[src/otcc_pkg.sv]
package otcc_pkg;

    localparam int CLK_PERIOD_NS = 5;
    // Settling allowance for one triggered output change
    localparam int OUT_CHANGE_NS = 50;
    localparam int OUT_CHANGE_CYC_I = (OUT_CHANGE_NS + CLK_PERIOD_NS - 1) / CLK_PERIOD_NS;
    localparam logic [3:0] OUT_CHANGE_CYC = OUT_CHANGE_CYC_I[3:0];

    localparam logic [15:0] VOLT_RST = 16'h0000;
    localparam logic [15:0] CURR_RST = 16'h0100;
    localparam logic [15:0] OVP_RST = 16'hffff;
    localparam logic [15:0] PDLY_RST = 16'h0014;
    localparam logic [7:0] MASK_RST = 8'h00;
    localparam logic [7:0] OPC_REPLY = 8'h01;
    localparam logic [3:0] CNT_ONE = 4'h1;
    localparam logic [15:0] STEP_ONE = 16'h0001;

    typedef enum logic [4:0] {
        OTCC_NOP, OTCC_SEQ, OTCC_SET_VOLT, OTCC_SET_CURR, OTCC_SET_VTRIG,
        OTCC_SET_CTRIG, OTCC_OUT_ON, OTCC_OUT_OFF, OTCC_OCP_ON, OTCC_OCP_OFF,
        OTCC_SET_OVP, OTCC_SET_PDLY, OTCC_PROT_CLR, OTCC_ABORT, OTCC_RESET,
        OTCC_RECALL, OTCC_INIT, OTCC_CONT_ON, OTCC_CONT_OFF, OTCC_TRIG,
        OTCC_WAI, OTCC_OPC, OTCC_OPC_Q, OTCC_CLS, OTCC_SET_SRE, OTCC_SET_ESE
    } otcc_cmd_e;

    typedef enum logic [1:0] {
        OTCC_IDLE, OTCC_INITIATED, OTCC_OUT_CHANGE
    } otcc_trig_e;

endpackage

[src/otcc_sync.sv]
`timescale 1ns/10ps
`default_nettype none
module otcc_sync #(
    parameter int WIDTH = 1
) (
    input wire logic core_clk,
    input wire logic rst_n,
    input wire logic [WIDTH-1:0] async_in,
    output logic [WIDTH-1:0] sync_out
);
    logic [WIDTH-1:0] meta_q;

    always_ff @(posedge core_clk or negedge rst_n) begin
        if (!rst_n) begin
            meta_q <= '0;
            sync_out <= '0;
        end else begin
            meta_q <= async_in;
            sync_out <= meta_q;
        end
    end
endmodule
`default_nettype wire

[src/otcc_ctrl.sv]
// Function
// - Sequential commands finish first; trigger commands run in parallel.
// - Wait command stalls later commands until all pending operations complete.
// - Completion query queues value 1 once nothing is pending.
// - Completion command sets status bit when done, without stalling commands.
// - Completion is false while the trigger system is not idle.
// - Device clear flushes buffers and readies for a fresh command.
// - Device clear leaves status, errors and configuration untouched.
// - On serial link a break acts as device clear.
// - Power-on: output disabled, voltage zero.
// - Power-on performs reset, status clear, preset, zero enable masks.
// - Current above limit lowers output voltage to hold the limit.
// - Enabled overcurrent protection turns output off at current limit.
// - Voltage above overvoltage limit turns output off.
// - Separate transient and acquisition trigger systems exist; only the transient one is modelled here.
// - Unprogrammed triggered level follows the immediate level.
// - Programmed triggered level stays fixed afterwards.
// - Trigger system powers up idle.
// - Idle trigger system ignores triggers.
// - Abort, reset or recall force trigger system idle.
// - Initiate moves idle to initiated, accepting triggers.
// - Without continuous mode, return to idle after each action.
// - Continuous mode stays initiated across triggers.
// - Trigger enters output change applying triggered levels, then leaves.
`timescale 1ns/10ps
`default_nettype none
module otcc_ctrl
    import otcc_pkg::*;
(
    input wire logic core_clk,
    input wire logic rst_n,
    input wire logic cmd_valid,
    input wire logic [4:0] cmd_op,
    input wire logic [15:0] cmd_arg,
    output logic cmd_ready,
    input wire logic resp_taken,
    output logic resp_valid,
    output logic [7:0] resp_data,
    input wire logic dev_clear_pin,
    input wire logic serial_break_pin,
    input wire logic serial_mode,
    input wire logic [15:0] meas_volt,
    input wire logic [15:0] meas_curr,
    output logic out_enable,
    output logic [15:0] volt_drive,
    output logic [15:0] curr_limit,
    output logic cc_mode,
    output logic ocp_tripped,
    output logic ovp_tripped,
    output logic opc_bit,
    output logic [7:0] sre_mask,
    output logic [7:0] ese_mask,
    output logic [1:0] trig_state,
    output logic buf_flush
);
    typedef struct packed {
        otcc_trig_e trig;
        logic [3:0] chg_cnt;
        logic cont;
        logic [15:0] volt_set;
        logic [15:0] curr_set;
        logic [15:0] vtrig;
        logic [15:0] ctrig;
        logic vtrig_prog;
        logic ctrig_prog;
        logic [15:0] ovp_lim;
        logic [15:0] pdly;
        logic [15:0] pcnt;
        logic ocp_en;
        logic out_en;
        logic [15:0] drive;
        logic cc;
        logic ocp_trip;
        logic ovp_trip;
        logic wai;
        logic opcq;
        logic opc_arm;
        logic opc_bit;
        logic resp_valid;
        logic ready;
        logic flush;
        logic [7:0] sre;
        logic [7:0] ese;
        logic prev_clr;
        logic prev_brk;
    } otcc_st_s;

    otcc_st_s st_q;
    otcc_st_s st_d;
    logic [1:0] pins_s;
    logic clr_s;
    logic brk_s;
    logic dc_ev;
    logic acc;
    logic pending;
    logic [15:0] vtrig_eff;
    logic [15:0] ctrig_eff;

    // External pins are asynchronous to the core
    otcc_sync #(.WIDTH(2)) u_sync (
        .core_clk(core_clk),
        .rst_n(rst_n),
        .async_in({serial_break_pin, dev_clear_pin}),
        .sync_out(pins_s)
    );
    assign clr_s = pins_s[0];
    assign brk_s = pins_s[1];
    assign dc_ev = (clr_s & ~st_q.prev_clr) | (serial_mode & brk_s & ~st_q.prev_brk);
    assign acc = cmd_valid & st_q.ready & ~dc_ev;
    assign pending = (st_q.trig != OTCC_IDLE);
    assign vtrig_eff = st_q.vtrig_prog ? st_q.vtrig : st_q.volt_set;
    assign ctrig_eff = st_q.ctrig_prog ? st_q.ctrig : st_q.curr_set;

    always_comb begin
        st_d = st_q;
        st_d.prev_clr = clr_s;
        st_d.prev_brk = brk_s;
        st_d.flush = 1'b0;
        if (resp_taken) begin
            st_d.resp_valid = 1'b0;
        end
        // Trigger state machine; trigger commands never stall the queue
        case (st_q.trig)
            OTCC_IDLE: begin
                if (acc && cmd_op == OTCC_INIT) begin
                    st_d.trig = OTCC_INITIATED;
                end
            end
            OTCC_INITIATED: begin
                if (acc && cmd_op == OTCC_TRIG) begin
                    st_d.trig = OTCC_OUT_CHANGE;
                    st_d.chg_cnt = OUT_CHANGE_CYC;
                    st_d.volt_set = vtrig_eff;
                    st_d.curr_set = ctrig_eff;
                end
            end
            OTCC_OUT_CHANGE: begin
                st_d.chg_cnt = st_q.chg_cnt - CNT_ONE;
                if (st_q.chg_cnt == CNT_ONE) begin
                    st_d.trig = st_q.cont ? OTCC_INITIATED : OTCC_IDLE;
                end
            end
            default: begin
                st_d.trig = OTCC_IDLE;
            end
        endcase
        if (acc) begin
            // Sequential commands complete in this cycle
            case (cmd_op)
                OTCC_SET_VOLT: st_d.volt_set = cmd_arg;
                OTCC_SET_CURR: st_d.curr_set = cmd_arg;
                OTCC_SET_VTRIG: begin
                    st_d.vtrig = cmd_arg;
                    st_d.vtrig_prog = 1'b1;
                end
                OTCC_SET_CTRIG: begin
                    st_d.ctrig = cmd_arg;
                    st_d.ctrig_prog = 1'b1;
                end
                OTCC_OUT_ON: st_d.out_en = 1'b1;
                OTCC_OUT_OFF: st_d.out_en = 1'b0;
                OTCC_OCP_ON: st_d.ocp_en = 1'b1;
                OTCC_OCP_OFF: st_d.ocp_en = 1'b0;
                OTCC_SET_OVP: st_d.ovp_lim = cmd_arg;
                OTCC_SET_PDLY: st_d.pdly = cmd_arg;
                OTCC_PROT_CLR: begin
                    st_d.ocp_trip = 1'b0;
                    st_d.ovp_trip = 1'b0;
                end
                OTCC_ABORT, OTCC_RECALL: st_d.trig = OTCC_IDLE;
                OTCC_RESET: begin
                    st_d.trig = OTCC_IDLE;
                    st_d.cont = 1'b0;
                    st_d.out_en = 1'b0;
                    st_d.volt_set = VOLT_RST;
                    st_d.curr_set = CURR_RST;
                    st_d.vtrig_prog = 1'b0;
                    st_d.ctrig_prog = 1'b0;
                    st_d.ovp_lim = OVP_RST;
                    st_d.pdly = PDLY_RST;
                    st_d.ocp_en = 1'b0;
                end
                OTCC_CONT_ON: begin
                    st_d.cont = 1'b1;
                    if (st_q.trig == OTCC_IDLE) begin
                        st_d.trig = OTCC_INITIATED;
                    end
                end
                OTCC_CONT_OFF: st_d.cont = 1'b0;
                OTCC_WAI: st_d.wai = 1'b1;
                OTCC_OPC: st_d.opc_arm = 1'b1;
                OTCC_OPC_Q: st_d.opcq = 1'b1;
                OTCC_CLS: begin
                    st_d.opc_bit = 1'b0;
                    st_d.opc_arm = 1'b0;
                end
                OTCC_SET_SRE: st_d.sre = cmd_arg[7:0];
                OTCC_SET_ESE: st_d.ese = cmd_arg[7:0];
                default: begin
                end
            endcase
        end
        // Completion tracking: only an idle trigger system counts as done
        if (!pending) begin
            st_d.wai = 1'b0;
            if (st_q.opc_arm) begin
                st_d.opc_arm = 1'b0;
                st_d.opc_bit = 1'b1;
            end
            if (st_q.opcq && !st_q.resp_valid) begin
                st_d.opcq = 1'b0;
                st_d.resp_valid = 1'b1;
            end
        end
        // Device clear drops only the queues and any stalled wait
        if (dc_ev) begin
            st_d.wai = 1'b0;
            st_d.opcq = 1'b0;
            st_d.resp_valid = 1'b0;
            st_d.flush = 1'b1;
        end
        st_d.ready = ~(st_d.wai | st_d.opcq);
        // Holding at the exact limit keeps cc steady for the trip delay
        st_d.cc = st_q.out_en && (meas_curr >= st_q.curr_set);
        if (!st_q.out_en) begin
            st_d.drive = VOLT_RST;
        end else if (meas_curr > st_q.curr_set) begin
            if (st_q.drive != VOLT_RST) begin
                st_d.drive = st_q.drive - STEP_ONE;
            end
        end else if (st_q.drive < st_q.volt_set) begin
            if (!st_d.cc) begin
                st_d.drive = st_q.drive + STEP_ONE;
            end
        end else begin
            st_d.drive = st_q.volt_set;
        end
        // Overcurrent waits out the protection delay before tripping
        if (st_q.ocp_en && st_q.cc) begin
            if (st_q.pcnt >= st_q.pdly) begin
                st_d.out_en = 1'b0;
                st_d.ocp_trip = 1'b1;
            end else begin
                st_d.pcnt = st_q.pcnt + STEP_ONE;
            end
        end else begin
            st_d.pcnt = '0;
        end
        if (st_q.out_en && (meas_volt > st_q.ovp_lim)) begin
            st_d.out_en = 1'b0;
            st_d.ovp_trip = 1'b1;
        end
    end

    always_ff @(posedge core_clk or negedge rst_n) begin
        if (!rst_n) begin
            st_q <= '0;
            st_q.trig <= OTCC_IDLE;
            st_q.volt_set <= VOLT_RST;
            st_q.curr_set <= CURR_RST;
            st_q.ovp_lim <= OVP_RST;
            st_q.pdly <= PDLY_RST;
            st_q.drive <= VOLT_RST;
            st_q.sre <= MASK_RST;
            st_q.ese <= MASK_RST;
            st_q.ready <= 1'b1;
        end else begin
            st_q <= st_d;
        end
    end

    assign cmd_ready = st_q.ready;
    assign resp_valid = st_q.resp_valid;
    assign resp_data = OPC_REPLY;
    assign out_enable = st_q.out_en;
    assign volt_drive = st_q.drive;
    assign curr_limit = st_q.curr_set;
    assign cc_mode = st_q.cc;
    assign ocp_tripped = st_q.ocp_trip;
    assign ovp_tripped = st_q.ovp_trip;
    assign opc_bit = st_q.opc_bit;
    assign sre_mask = st_q.sre;
    assign ese_mask = st_q.ese;
    assign trig_state = st_q.trig;
    assign buf_flush = st_q.flush;

    property p_opc_idle;
        @(posedge core_clk) disable iff (!rst_n)
        $rose(opc_bit) |-> $past(trig_state) == OTCC_IDLE;
    endproperty
    a_opc_idle: assert property (p_opc_idle) else $error("opc bit set while busy");

    property p_opcq_reply;
        @(posedge core_clk) disable iff (!rst_n)
        $rose(resp_valid) |-> resp_data == 8'h01 && $past(trig_state) == OTCC_IDLE;
    endproperty
    a_opcq_reply: assert property (p_opcq_reply) else $error("bad completion reply");

    property p_idle_ignore;
        @(posedge core_clk) disable iff (!rst_n)
        (acc && cmd_op == OTCC_TRIG && trig_state == OTCC_IDLE) |=> trig_state == OTCC_IDLE;
    endproperty
    a_idle_ignore: assert property (p_idle_ignore) else $error("idle took trigger");

    property p_abort_idle;
        @(posedge core_clk) disable iff (!rst_n)
        (acc && (cmd_op == OTCC_ABORT || cmd_op == OTCC_RESET || cmd_op == OTCC_RECALL))
            |=> trig_state == OTCC_IDLE;
    endproperty
    a_abort_idle: assert property (p_abort_idle) else $error("abort not idle");

    property p_init;
        @(posedge core_clk) disable iff (!rst_n)
        (acc && cmd_op == OTCC_INIT && trig_state == OTCC_IDLE) |=> trig_state == OTCC_INITIATED;
    endproperty
    a_init: assert property (p_init) else $error("initiate failed");

    property p_change_len;
        @(posedge core_clk) disable iff (!rst_n)
        (acc && cmd_op == OTCC_TRIG && trig_state == OTCC_INITIATED)
            |=> (trig_state == OTCC_OUT_CHANGE)[*8] ##1 (trig_state == OTCC_OUT_CHANGE)[*2]
            ##1 trig_state != OTCC_OUT_CHANGE;
    endproperty
    a_change_len: assert property (p_change_len) else $error("output change length");

    property p_ovp;
        @(posedge core_clk) disable iff (!rst_n)
        (out_enable && meas_volt > st_q.ovp_lim) |=> !out_enable && ovp_tripped;
    endproperty
    a_ovp: assert property (p_ovp) else $error("overvoltage not tripped");

    property p_devclr;
        @(posedge core_clk) disable iff (!rst_n)
        dc_ev |=> !resp_valid && cmd_ready && buf_flush && $stable(opc_bit);
    endproperty
    a_devclr: assert property (p_devclr) else $error("device clear wrong");

    property p_wai;
        @(posedge core_clk) disable iff (!rst_n)
        (acc && cmd_op == OTCC_WAI && trig_state != OTCC_IDLE && !dc_ev) |=> !cmd_ready;
    endproperty
    a_wai: assert property (p_wai) else $error("wait did not stall");

    property p_cont;
        @(posedge core_clk) disable iff (!rst_n)
        (trig_state == OTCC_OUT_CHANGE && st_q.chg_cnt == 4'h1 && st_q.cont)
            |=> trig_state == OTCC_INITIATED;
    endproperty
    a_cont: assert property (p_cont) else $error("continuous lost");
endmodule
`default_nettype wire

[config.mk]
export PLATFORM = sky130hd
export DESIGN_NAME = otcc_ctrl
export DESIGN_NICKNAME = d
export VERILOG_FILES = /design/src/otcc_pkg.sv /design/src/otcc_sync.sv /design/src/otcc_ctrl.sv
export SDC_FILE = /design/constraint.sdc
export NUM_CORES = 1
export LEC_CHECK = 0
export BUFFER_PORTS_ARGS = -buffer_cell sky130_fd_sc_hd__buf_2
export CORE_ASPECT_RATIO = 1.75
export CORE_MARGIN = 10
export CORE_UTILIZATION = 59
export DETAILED_ROUTE_END_ITERATION = 10
export GPL_TIMING_DRIVEN = 0
export HOLD_SLACK_MARGIN = 0.12
export PLACE_DENSITY = 0.87
export SLEW_MARGIN = 20
export SYNTH_ARGS = -nofsm -noshare
export SYNTH_HDL_FRONTEND = slang
export SYNTH_SLANG_ARGS = --single-unit
[constraint.sdc]
create_clock -name core_clk -period 3.1 [get_ports core_clk]
set_input_delay 0.155 -clock core_clk [delete_from_list [all_inputs] [get_ports core_clk]]
set_output_delay 0.155 -clock core_clk [all_outputs]
set_load 0.02 [all_outputs]
==> results.json <==
{
  "final_area_sq_mm": 0.0120,
  "cts_sinks": 171,
  "dr.pass1.iters": 7,
  "synth_warnings": 0,
  "drive_above_1_share_pct": 25.3,
  "ios": 126,
  "cp.required_ns": 3.41,
  "cp_cell_sequence": "inv_1 > ha_1 > and4_1 > a311o_2 > o31a_1 > buf_4 > clkbuf_4 > a22o_1 > o32ai_1",
  "clock-root-buffer": "clkbuf_16",
  "core_sq_mm": 0.0170,
  "top_layer": "met4",
  "initial_core_util_pct": 60.0,
  "netlist_area_sq_mm": 0.0102,
  "viasPerCell": 6.00,
  "die_x_microns": 119,
  "rsz0062_at_grt": "no",
  "diodes": 0,
  "slowest_delay_ns": 0.58,
  "dp_hpwl_mm": 21.7,
  "io_buffer_count": 117,
  "ys_ff_latch": 171,
  "syn_area_per_cell_sq_um": 9.63,
  "grt_util_all_layers_pct": 25.1,
  "dr_wl_met3_mm": 1.51,
  "min_period_ns": 3.04,
  "worstSkewPairLatency_ns": 0.44,
  "timing.final.crit_share_pct": 98.2,
  "cts_made_buffers": 17,
  "dieArea_sq_mm": 0.0232,
  "synth_edf_count": 0,
  "cp-start-kind": "flip-flop",
  "htreeDepth": 4,
  "fmax_mhz": 328,
  "rrSetupSlack_ns": 0.06,
  "synth_seq_area_share_pct": 42.1,
  "cp.arrival_ns": 3.35,
  "critPathBufInv": 3,
  "maxSlewHeadroom_pct": 43.3,
  "drv_slew": 0,
  "power_w": 0.00935,
  "max_cap_viol_count": 0,
  "grt_pass1_vias": 9296,
  "fin_nets": 1357,
  "clk_path_buf_depth": 2,
  "wl_met1_mm": 10.1,
  "setup_viol": 0,
  "cp-endpoint": "volt_drive[3]",
  "crit-reg2reg-capture": "volt_drive[3]",
  "crit_path_end_kind": "flip-flop",
  "cp_max_fo": 10,
  "reg2reg_depth": 9,
  "wl_met2_mm": 15.7,
  "critical_path_class": "flip-flop to flip-flop",
  "peakVddDrop_mv": 0.417,
  "finalHoldViolations": 0,
  "crit_family": "compound AO/OA/AOI/OAI gates",
  "ys_types": 84,
  "synth_flop_cell": "dfrtp_1",
  "dp_cells": 1412,
  "final_util_pct": 70.4,
  "grt_start_max_net_pins": 103,
  "first_iter_violations": 652,
  "hold_class": "input port to flip-flop",
  "run_status": "completed",
  "crit_cells": 9,
  "die_height_microns": 194,
  "reg2reg_from": "curr_limit[8]",
  "placed_area_sq_mm": 0.0111,
  "fin_skew_ns": 0.0107,
  "pwr_density_cell_mw_per_mm2": 780,
  "antenna_found_initial": 0,
  "synthCells": 1061,
  "syn2layout_area_growth_pct": 17.3,
  "globalplace.congestion": 0.957,
  "worst_pin_slew_ns": 0.843,
  "slowest_stage": "dfstp_2",
  "fin_cells": 1468,
  "drc_errors": 0,
  "synthArstFlopShare_pct": 100,
  "std_cell_rows": 63,
  "vias": 8805,
  "cts_tree": "yes",
  "routedWlPerCell_microns": 19.9,
  "startpoint": "curr_limit[8]",
  "path_clk_slew_ns": 0.07,
  "drt-total-wl_mm": 29.2,
  "ant_nets": 0,
  "grt_pass1_wl_mm": 47.1,
  "grt_overflow": 0,
  "p_leak_nw": 5.94
}
==> worst min path at each step <==
stage / endpoint / cells past startpoint / from
6_report: st_q[159] / 4 / cmd_op[0]
5_1_grt: st_q[159] / 4 / cmd_op[0]
4_1_cts: st_q[159] / 4 / cmd_op[0]
3_5_place_dp: st_q[105] / 1 / rst_n
3_3_place_gp: u_sync.meta_q[1] / 1 / serial_break_pin
2_1_floorplan: buf_flush / 0 / rst_n
==> routing by layer <==
metal	vias to the layer above	track usage, %
met5	-	0
met4	0	16.5
met3	128	5.28
met2	355	45.7
met1	4268	24.7
li1	4054	-
==> area by class of cell <==
type,instances,area [sq um]
Fill cell,1251,5040
Clock buffer,19,443
Tap cell,227,284
Clock inverter,13,134
Inverter,81,304
Sequential cell,171,4300
Multi-Input combinational cell,715,5040
Buffer,100,626
Timing Repair Buffer,142,856
==> flip-flops by register name, indices dropped and copies added (netlist names) <==
signal,count
st_q,109
curr_limit,16
volt_drive,16
ese_mask,8
sre_mask,8
trig_state,2
u_sync.meta_q,2
u_sync.sync_out,2
buf_flush,1
cc_mode,1
cmd_ready,1
ocp_tripped,1
opc_bit,1
out_enable,1
ovp_tripped,1
resp_valid,1
==> cell usage after synthesis, drive strengths merged (3+ instances only) <==
library cell	count	area share, %
dfrtp	151	37
nand2	91	3.3
o21ai	82	4.0
inv	81	3.0
a21oi	70	3.4
buf	69	4.9
ha	69	8.4
mux2	50	5.5
nor2	49	2.0
mux2i	41	4.0
nand3	41	2.0
nor3	34	1.8
clkbuf	31	1.1
dfstp	20	5.1
nand4	20	1.2
or3	10	0.61
o31ai	9	0.71
xnor2	9	0.77
a21o	7	0.51
nand2b	7	0.50
or4	7	0.51
a31oi	6	0.37
and3	6	0.37
and4	6	0.54
nor2b	6	0.37
nor4	6	0.43
and2	5	0.31
a211oi	4	0.29
a22o	4	0.34
a2bb2oi	4	0.34
o211ai	4	0.29
o21a	4	0.29
or2	4	0.24
a2111oi	3	0.44
a211o	3	0.26
o221a	3	0.33
o22ai	3	0.18
o31a	3	0.27
==> placed cells by master, fill, tap and decap left out, types with 9 or more instances in the layout <==
master	count
inv_1	81
clkbuf_16	17
nor3_1	30
dfstp_2	20
o21ai_0	76
ha_1	69
buf_2	122
buf_4	63
nor2_1	47
mux2_2	50
a21oi_1	69
or3_1	10
dlygate4sd3_1	21
clkbuf_1	30
mux2i_1	41
nand4_1	20
xnor2_1	9
nand3_1	41
nand2_1	91
dfrtp_1	151
==> power by group <==
group / internal [W] / leakage [nW] / switching [W]
combinational: 0.00172 / 3.49 / 0.00247
clock: 0.00115 / 0.277 / 0.000952
sequential: 0.00270 / 2.17 / 0.000356
==> worst min-delay path: cells and delay by family <==
family | cells | cell delay, ns
and+or+nand+nor | 2 | 0.19
buffers and inverters | 1 | 0.12
AOI/OAI and AO/OA | 1 | 0.07
==> kinds of logic after synthesis <==
| group | count (synthesis) | synth area share [%] |
|---|---|---|
| AND/OR/NAND/NOR | 297 | 14.8 |
| AO/OA/AOI/OAI | 239 | 15.0 |
| buffers and inverters | 181 | 9.02 |
| flip-flops | 171 | 42.1 |
| multiplexers | 91 | 9.53 |
| adder cells (fa/ha/maj) | 69 | 8.45 |
| XOR/XNOR | 11 | 0.943 |
| other | 2 | 0.0735 |
==> through the flow <==
| step | hold slack (ns) | setup slack, ns | setup TNS (ns) |
|---|---|---|---|
| CTS | 0.130 | 0.0137 | 0 |
| global placement | 0.263 | -0.726 | -107.75 |
| floorplan | -0.141 | 0.596 | 0 |
| detailed placement | 0.148 | -0.172 | -0.452 |
| global route | 0.146 | 0.0217 | 0 |
| finish | 0.141 | 0.0556 | 0 |
==> timing repair <==
item                                   4_1_cts  5_1_grt
resized for setup                            3        8
endpoints found under the hold margin      142        0
hold buffers                                21        0
setup endpoints to repair                    9       35
pin swaps                                    2        1
buffers inserted                             0        3
cloned                                       0        0
Note: power is estimated with default switching activity, not from simulation.
